### config.mk
export PLATFORM = sky130hd
export DESIGN_NAME = cmpo_top
export DESIGN_NICKNAME = d
export VERILOG_FILES = /design/src/core/cmpo_pkg.sv /design/src/core/cmpo_top.sv
export SDC_FILE = /design/constraint.sdc
export NUM_CORES = 1
export LEC_CHECK = 0
export CAP_MARGIN = 20
export CORE_MARGIN = 3
export CORE_UTILIZATION = 55
export DETAILED_ROUTE_END_ITERATION = 16
export DONT_BUFFER_PORTS = 1
export PLACE_DENSITY = 0.72
export SYNTH_ARGS = -nofsm -noshare
export SYNTH_HDL_FRONTEND = slang
export SYNTH_SLANG_ARGS = --single-unit
### constraint.sdc
create_clock -name core_clk_i -period 3.7 [get_ports core_clk_i]
set_input_delay 0.185 -clock core_clk_i [delete_from_list [all_inputs] [get_ports core_clk_i]]
set_output_delay 0.185 -clock core_clk_i [all_outputs]
set_load 0.01 [all_outputs]
### src/core/cmpo_pkg.sv
package cmpo_pkg;

    // ------------------------------------------------------------------------
    // Register map
    // ------------------------------------------------------------------------
    localparam int          ADDR_W          = 4;
    localparam int          DATA_W          = 8;
    localparam logic [3:0]  CTRL0_ADDR      = 4'h0;  // Control of instance 0.
    localparam logic [3:0]  CTRL1_ADDR      = 4'h1;  // Control of instance 1.
    localparam logic [3:0]  IRQ_STAT_ADDR   = 4'h2;  // Sticky events, clear on read.
    localparam logic [3:0]  IRQ_MASK_ADDR   = 4'h3;  // Interrupt enable mask.
    localparam logic [3:0]  SEL_ADDR        = 4'h4;  // Consumer routing selects.

    // ------------------------------------------------------------------------
    // Control register fields
    // ------------------------------------------------------------------------
    localparam int          ENABLE_BIT      = 7;
    localparam int          OUT_BIT         = 6;
    localparam int          INVERT_BIT      = 4;
    localparam int          ONE_BIT         = 2;
    localparam int          DEADBAND_BIT    = 1;
    localparam int          SYNC_BIT        = 0;
    localparam logic [7:0]  CTRL_WMASK      = 8'h93;
    localparam logic [7:0]  CTRL_RESET      = 8'h00;
    localparam logic [7:0]  CTRL_FIXED_ONES = 8'h04;

    // ------------------------------------------------------------------------
    // Routing select fields (one bit per instance, per consumer)
    // ------------------------------------------------------------------------
    localparam int          SEL_ADC_LSB     = 0;
    localparam int          SEL_TMR_LSB     = 2;
    localparam int          SEL_SHDN_LSB    = 4;
    localparam logic [7:0]  SEL_WMASK       = 8'h3f;

    // Per-instance fan-out toward the consumers.
    typedef struct packed {
        logic adc_trigger;
        logic timer_reset;
        logic shutdown;
    } cmpo_fanout_t;

    // State of the sync-timer falling-edge capture.
    typedef enum logic [1:0] {
        SYNC_HOLD  = 2'b01,
        SYNC_TRACK = 2'b10
    } cmpo_sync_t;

endpackage : cmpo_pkg

### src/core/cmpo_top.sv
// The plain strobed port and the placing of the registers are this design's own decisions.
`timescale 1ns/10ps
`default_nettype none

module cmpo_top #(
    parameter int NUM_CMP = 2
) (
    input  wire logic                      core_clk_i,
    input  wire logic                      rst_i,
    input  wire logic [3:0]                reg_addr_i,
    input  wire logic [7:0]                reg_wdata_i,
    input  wire logic                      reg_wr_i,
    input  wire logic                      reg_rd_i,
    output logic      [7:0]                reg_rdata_o,
    input  wire logic [NUM_CMP-1:0]        compare_raw_i,
    input  wire logic                      sync_timer_clk_i,
    input  wire logic                      sleep_i,
    input  wire logic                      timer_core_clocked_i,
    input  wire logic [NUM_CMP-1:0]        shutdown_source_enable_i,
    output cmpo_pkg::cmpo_fanout_t [NUM_CMP-1:0] fanout_o,
    output logic      [NUM_CMP-1:0]        cmp_out_o,
    output logic                           irq_o,
    output logic                           wake_o
);

    // ------------------------------------------------------------------------
    // Input synchronisers
    // ------------------------------------------------------------------------
    logic [NUM_CMP-1:0] raw_s1_r;
    logic [NUM_CMP-1:0] raw_s2_r;
    logic               tclk_s1_r;
    logic               tclk_s2_r;
    logic               tclk_d_r;

    // Analog comparator result and timer clock are asynchronous to the core.
    always_ff @(posedge core_clk_i) begin
        if (rst_i) begin
            raw_s1_r  <= '0;
            raw_s2_r  <= '0;
            tclk_s1_r <= 1'b0;
            tclk_s2_r <= 1'b0;
            tclk_d_r  <= 1'b0;
        end else begin
            raw_s1_r  <= compare_raw_i;
            raw_s2_r  <= raw_s1_r;
            tclk_s1_r <= sync_timer_clk_i;
            tclk_s2_r <= tclk_s1_r;
            tclk_d_r  <= tclk_s2_r;
        end
    end

    // ------------------------------------------------------------------------
    // Registers
    // ------------------------------------------------------------------------
    logic [7:0]         ctrl_r [NUM_CMP];
    logic [NUM_CMP-1:0] irq_stat_r;
    logic [NUM_CMP-1:0] irq_mask_r;
    logic [7:0]         sel_r;

    function automatic logic [7:0] ctrl_view(input logic [7:0] c, input logic o);
        logic [7:0] v;
        v = (c & cmpo_pkg::CTRL_WMASK) | cmpo_pkg::CTRL_FIXED_ONES;
        v[cmpo_pkg::OUT_BIT] = o;
        return v;
    endfunction

    // Writable fields only; status and fixed bits never store.
    // reset all zero
    always_ff @(posedge core_clk_i) begin
        if (rst_i) begin
            for (int i = 0; i < NUM_CMP; i++) begin
                ctrl_r[i] <= cmpo_pkg::CTRL_RESET;
            end
            irq_mask_r <= '0;
            sel_r      <= 8'h00;
        end else if (reg_wr_i) begin
            for (int i = 0; i < NUM_CMP; i++) begin
                if (reg_addr_i == cmpo_pkg::CTRL0_ADDR + 4'(i)) begin
                    ctrl_r[i] <= reg_wdata_i & cmpo_pkg::CTRL_WMASK;
                end
            end
            if (reg_addr_i == cmpo_pkg::IRQ_MASK_ADDR) begin
                irq_mask_r <= reg_wdata_i[NUM_CMP-1:0];
            end
            if (reg_addr_i == cmpo_pkg::SEL_ADDR) begin
                sel_r <= reg_wdata_i & cmpo_pkg::SEL_WMASK;
            end
        end
    end

    // ------------------------------------------------------------------------
    // Comparator output path
    // ------------------------------------------------------------------------
    logic [NUM_CMP-1:0] adj_nxt;
    logic [NUM_CMP-1:0] adj_r;
    logic [NUM_CMP-1:0] sync_q_r;
    logic [NUM_CMP-1:0] out_nxt;
    logic [NUM_CMP-1:0] out_r;
    cmpo_pkg::cmpo_sync_t sync_st_r;
    logic               tclk_fall;

    assign tclk_fall = tclk_d_r & ~tclk_s2_r;

    always_comb begin
        for (int i = 0; i < NUM_CMP; i++) begin
            adj_nxt[i] = ctrl_r[i][cmpo_pkg::ENABLE_BIT] &
                         (raw_s2_r[i] ^ ctrl_r[i][cmpo_pkg::INVERT_BIT]);
        end
    end

    // A core-clocked timer halts in sleep, so the capture stage holds.
    // sleep freezes sync
    always_ff @(posedge core_clk_i) begin
        if (rst_i) begin
            sync_st_r <= cmpo_pkg::SYNC_TRACK;
        end else begin
            case (sync_st_r)
                cmpo_pkg::SYNC_TRACK: begin
                    if (sleep_i && timer_core_clocked_i) begin
                        sync_st_r <= cmpo_pkg::SYNC_HOLD;
                    end
                end
                cmpo_pkg::SYNC_HOLD: begin
                    if (!(sleep_i && timer_core_clocked_i)) begin
                        sync_st_r <= cmpo_pkg::SYNC_TRACK;
                    end
                end
                default: sync_st_r <= cmpo_pkg::SYNC_TRACK;
            endcase
        end
    end

    always_ff @(posedge core_clk_i) begin
        if (rst_i) begin
            sync_q_r <= '0;
        end else if (tclk_fall && sync_st_r == cmpo_pkg::SYNC_TRACK) begin
            sync_q_r <= adj_nxt;
        end
    end

    always_comb begin
        for (int i = 0; i < NUM_CMP; i++) begin
            out_nxt[i] = ctrl_r[i][cmpo_pkg::SYNC_BIT] ? sync_q_r[i] : adj_nxt[i];
        end
    end

    // Status follows the live adjusted result; the pin path may be synced.
    // status bit
    always_ff @(posedge core_clk_i) begin
        if (rst_i) begin
            adj_r <= '0;
            out_r <= '0;
        end else begin
            adj_r <= adj_nxt;
            out_r <= out_nxt;
        end
    end

    // ------------------------------------------------------------------------
    // Consumer fan-out
    // ------------------------------------------------------------------------
    // independent instances
    always_ff @(posedge core_clk_i) begin
        if (rst_i) begin
            fanout_o  <= '0;
            cmp_out_o <= '0;
        end else begin
            for (int i = 0; i < NUM_CMP; i++) begin
                fanout_o[i].shutdown    <= out_nxt[i] & shutdown_source_enable_i[i] &
                                           sel_r[cmpo_pkg::SEL_SHDN_LSB + i];
                fanout_o[i].adc_trigger <= out_nxt[i] & ~out_r[i] &
                                           sel_r[cmpo_pkg::SEL_ADC_LSB + i];
                fanout_o[i].timer_reset <= out_nxt[i] & ~out_r[i] &
                                           sel_r[cmpo_pkg::SEL_TMR_LSB + i];
            end
            cmp_out_o <= out_nxt;
        end
    end

    // ------------------------------------------------------------------------
    // Interrupts
    // ------------------------------------------------------------------------
    logic stat_rd;

    assign stat_rd = reg_rd_i && reg_addr_i == cmpo_pkg::IRQ_STAT_ADDR;

    // A new change in the reading cycle wins over the read clear.
    // sticky change flag
    always_ff @(posedge core_clk_i) begin
        if (rst_i) begin
            irq_stat_r <= '0;
        end else begin
            irq_stat_r <= (stat_rd ? '0 : irq_stat_r) | (adj_nxt ^ adj_r);
        end
    end

    always_ff @(posedge core_clk_i) begin
        if (rst_i) begin
            irq_o  <= 1'b0;
            wake_o <= 1'b0;
        end else begin
            irq_o  <= |(irq_stat_r & irq_mask_r);
            wake_o <= sleep_i & |(irq_stat_r & irq_mask_r);
        end
    end

    // ------------------------------------------------------------------------
    // Read port
    // ------------------------------------------------------------------------
    // Unmapped addresses read zero.
    always_ff @(posedge core_clk_i) begin
        if (rst_i) begin
            reg_rdata_o <= 8'h00;
        end else if (reg_rd_i) begin
            reg_rdata_o <= 8'h00;
            for (int i = 0; i < NUM_CMP; i++) begin
                if (reg_addr_i == cmpo_pkg::CTRL0_ADDR + 4'(i)) begin
                    reg_rdata_o <= ctrl_view(ctrl_r[i], adj_r[i]);
                end
            end
            if (reg_addr_i == cmpo_pkg::IRQ_STAT_ADDR) begin
                reg_rdata_o <= 8'(irq_stat_r);
            end
            if (reg_addr_i == cmpo_pkg::IRQ_MASK_ADDR) begin
                reg_rdata_o <= 8'(irq_mask_r);
            end
            if (reg_addr_i == cmpo_pkg::SEL_ADDR) begin
                reg_rdata_o <= sel_r;
            end
        end else begin
            reg_rdata_o <= 8'h00;
        end
    end

endmodule // cmpo_top

`default_nettype wire

# After elaboration in Yosys (flattened, before gate mapping)
# Memories as Yosys holds them, arrays and structs flattened.
# Index checks and enable logic that the tools add are counted.
totals:
  mem_count: 1
  ram_bits: 8
  regBits: 41
  wordCells: 89
classes:
  n_eq_ne: 8
  mux: 23
  n_reduce_logical: 10
  n_bitwise: 25
mem_list:
  columns: ["name", "depth", "word_bits", "read_ports", "rd_ports_with_merged_regs", "wr", "line_no", "rtl"]
  rows:
  - ["ctrl_r", 2, 4, 2, 0, 2, "cmpo_top.sv:55", "logic [7:0] ctrl_r [NUM_CMP];"]
op_table:
  columns: ["op", "n"]
  rows:
  - ["6-bit two-way mux", 3]
  - ["8-bit two-way mux", 2]
  - ["1-bit AND", 14]
  - ["1-bit two-way mux", 12]
  - ["4-bit by 2-bit == test with 1-bit output, second input constant", 2]
  - ["4-bit two-way mux", 2]
  - ["2-bit two-way mux", 3]
  - ["2-bit AND reduction", 3]
  - ["5-bit OR reduction", 1]
  - ["4-bit by 1-bit == test with 1-bit output, second input constant", 1]
  - ["4-bit by 3-bit == test with 1-bit output, second input constant", 1]
  - ["4-bit logical NOT", 1]
  - ["2-bit != test, second input constant", 2]
  - ["1-bit inverter", 4]
  - ["2-bit one-hot mux with 2 select lines", 1]
  - ["2-bit OR reduction", 2]
  - ["1-bit logical AND", 3]
  - ["2-bit AND", 1]
  - ["2-bit by 1-bit == test with 1-bit output, second input constant", 1]
  - ["2-bit == test, second input constant", 1]
  - ["1-bit bitwise OR", 2]
  - ["2-bit bitwise OR", 1]
  - ["1-bit XOR", 2]
  - ["2-bit XOR", 1]

# Logic depth before layout (Yosys ltp)
logic_depth:
  word_depth: 6
  depth_mapped: 5

# Worst setup path before layout
# No wires, ideal clock.
synth_path:
  path_kind: "input -> register"
  start: "in reg_addr_i[3]"
  end: "mem ctrl_r[0][0] (netlist bit) (enable)"
  slack_ns: 2.330
  t_arrival_ns: 0.998
  stages: 3
  required_ns: 3.327
  n_path_buf: 0
  setup_time_ns: 0.373
  path_cell_list: "nor2_1 -> nand2_1 -> o31ai_1"
synth_lines:
  columns: ["item", "line_no", "rtl"]
  rows:
  - ["start: declaration", "cmpo_top.sv:10", "input wire logic [3:0] reg_addr_i,"]
  - ["end: declaration", "cmpo_top.sv:55", null]

==> results.json <==
{
  "worst_slew_pin_slew_ns": 0.850,
  "drtIter0Drc": 56,
  "power.total_uw": 889,
  "cp_cell_sequence": "dlygate4sd3_1, nor2b_1, and3_1, inv_1",
  "yosys-top-cells-area": "dfxtp_1 45%, edfxtp_1 13%, nor2b_1 4.2%",
  "path_class": "input pin to register",
  "synth_top_area_share": 0.455,
  "required_ns": 4.03,
  "avgSynthCellArea_sq_um": 10.6,
  "r2r-end": "fanout_o[2]$_SDFF_PP0_",
  "yosys.area.top_type": "dfxtp_1",
  "nFillCells": 250,
  "hold_depth": 2,
  "clk_pin_slew_ns": 0.13,
  "ys_seq_elements": 49,
  "layout_min_cycle_time_ns": 1.35,
  "seqPwrFrac": 0.643,
  "slew_violations": 0,
  "die_w_um": 63.3,
  "die-area_sq_um": 4000,
  "gp_congestion": 0.893,
  "period_share": 0.366,
  "reg2reg_depth": 4,
  "n_antenna_cell": 0,
  "fp-row-count": 20,
  "layout.area.seq_sq_um": 1060,
  "outcome": "completed",
  "setup_violations": 0,
  "hold_start": "reg_addr_i[0]",
  "clk_path_buf_depth": 2,
  "tritoncts.num_buffers": 5,
  "p_sw_frac": 0.230,
  "fmax_mhz": 738,
  "drc": 0,
  "cts.sinks": 49,
  "ctsResizeCount": 0,
  "fin_skew_ns": 0.00636,
  "cp_num_buf_inv": 2,
  "via_count": 1324,
  "pwr-share-comb": 0.070,
  "dpl_worst_slack_ns": 1.97,
  "reg2reg_slack_ns": 2.40,
  "io_pins": 41,
  "htree_levels": 2,
  "max-cap-violations": 0,
  "cp-start-kind": "input pin",
  "min_to": "reg_rdata_o[6]$_SDFF_PP0_",
  "dr.pass1.iters": 4,
  "fin_ws_ns": 2.35,
  "grt_usage": 0.207,
  "post_cts_buffers": 0,
  "hold_buffers": 22,
  "num-nets-final": 216,
  "final_layout_size_suffix_gt1_frac": 0.0464,
  "synth_warnings": 0,
  "wl_per_cell_um": 15.8,
  "grt_max_degree": 24,
  "cts-root-buf": "clkbuf_4",
  "clkLatencyLatePin_ns": 0.37,
  "path_delay_family": "buffers and inverters",
  "portBuffers": 0,
  "via_per_inst": 5.56,
  "endpoint_kind": "register",
  "vdd_drop_max_mv": 0.291,
  "synthCells": 170,
  "grt_pass1_wl_um": 6310,
  "hold_violations": 0,
  "antenna_found_initial": 0,
  "cts_tree": "yes",
  "power_density_nw_per_um2": 422,
  "rsz0062_at_grt": "no",
  "tns_ns": 0,
  "r2r-start": "ctrl_r[0][3]$_DFFE_PP_",
  "worstPathArrival_ns": 1.68,
  "grt_pass1_vias": 1403,
  "dp_hpwl_um": 2560,
  "core_area_sq_um": 3100,
  "p_leak_uw": 0.000781,
  "hold_class": "input pin to register",
  "detail_route.wirelength_um": 3760,
  "antenna_left": 0,
  "slew_headroom": 0.431,
  "grt_overflow": 0,
  "layout-area-overhead-vs-synth_pct": 16.9,
  "max_stage_delay_ns": 1.10,
  "synth_area_sq_um": 1800,
  "switchingPower_uw": 204,
  "crit_fanout": 23,
  "start_util": 0.581,
  "slowest_stage": "dlygate4sd3_1",
  "multi_input_area_sq_um": 692,
  "p_int_uw": 685,
  "synth_cell_types": 34,
  "clkPwrFrac": 0.287,
  "die_h_um": 63.3,
  "synth_seq_area_share": 0.588,
  "synth_fp_nets": 193
}
-- logic make-up after synthesis --
logic type | Yosys count | share of synthesized area
simple gates | 72 | 0.229
flops | 49 | 0.588
compound gates | 26 | 0.0915
buf+inv | 11 | 0.0284
mux | 7 | 0.0388
xor+xnor | 5 | 0.0243
-- power groups by stage --
stage,clock (uW),sequential [uW],combinational (uW)
final,255,571,62.4
after global routing,288,574,68.9
after CTS,266,571,61.5
after detailed placement,0,583,42.4
after global placement,0,582,40.8
after floorplan,0,579,44.0
-- worst max-delay path by stage --
stage | cells past startpoint | to | startpoint | slack (ns)
finish | 4 | sync_st_r[1]$_SDFFE_PP1P_ | rst_i | 2.35
global route | 4 | sync_st_r[1]$_SDFFE_PP1P_ | rst_i | 2.28
CTS | 4 | sync_st_r[1]$_SDFFE_PP1P_ | rst_i | 2.37
detailed placement | 3 | ctrl_r[0][3]$_DFFE_PP_ | reg_addr_i[3] | 1.97
global placement | 3 | ctrl_r[0][7]$_DFFE_PP_ | reg_addr_i[3] | 2.13
floorplan | 3 | ctrl_r[0][0]$_DFFE_PP_ | reg_addr_i[3] | 2.33
-- per-layer routing --
metal  GRT usage  wire, um  vias up
li1            -         -      640
met1       0.223      1500      613
met2       0.348      1870       56
met3      0.0606       256       15
met4       0.140       142        0
met5           0         0        -
-- layout make-up --
class	instances	area share
well taps	44	0.0261
repair buffers	22	0.104
inverters	5	0.00890
multi-input cells	110	0.328
clock inverters	1	0.00297
flip-flops and latches	49	0.503
clock buffers	7	0.0261
-- cells in the mapped netlist, drive strengths merged --
library cell	number
clkbuf	2
and3	5
and4	1
and2	8
o21ai	4
dfxtp	41
nor4b	1
a41oi	1
nor2	11
edfxtp	8
nand2b	2
nand4b	3
inv	5
a22oi	2
nor3b	2
a21oi	10
xor2	5
o32ai	1
a21o	2
buf	4
nand4	1
mux2i	7
nor2b	12
nand3	8
nor3	1
or3b	1
nand2	15
nor4bb	1
a32o	2
o31ai	2
a31oi	2
-- sequential cells by signal (all words and copies together) (netlist names) --
| signal | count |
|---|---|
| sel_r | 6 |
| tclk_s2_r | 1 |
| ctrl_r | 8 |
| reg_rdata_o | 8 |
| irq_stat_r | 2 |
| irq_o | 1 |
| fanout_o | 6 |
| wake_o | 1 |
| adj_r | 2 |
| cmp_out_o | 2 |
| sync_st_r | 2 |
| raw_s1_r | 2 |
| tclk_d_r | 1 |
| raw_s2_r | 2 |
| sync_q_r | 2 |
| tclk_s1_r | 1 |
| irq_mask_r | 2 |
-- stage by stage --
step | cell area (sq um) | hold WS [ns] | utilization | cells
final | 2110 | 0.0143 | 0.679 | 238
after CTS | 2110 | 0.00564 | 0.679 | 238
after global placement | 1830 | 0.260 | 0.589 | 208
after floorplan | 1800 | 0.313 | - | 170
after detailed placement | 1830 | 0.261 | 0.589 | 208
after global routing | 2110 | 0.0156 | 0.679 | 238
-- cell usage in the layout, fill, tap and decap left out, types with 3 or more instances in the layout --
cell type and count:
o21ai_0 4, mux2i_1 7, dlygate4sd3_1 22, a21oi_1 10, edfxtp_1 8, clkbuf_4 5, nand4b_1 3, nand2_1 14
nor2_1 11, and2_1 8, dfxtp_1 41, and3_1 5, nand3_1 8, inv_1 5, xor2_1 5, nor2b_1 12
Power figures use the tool's default switching activity.
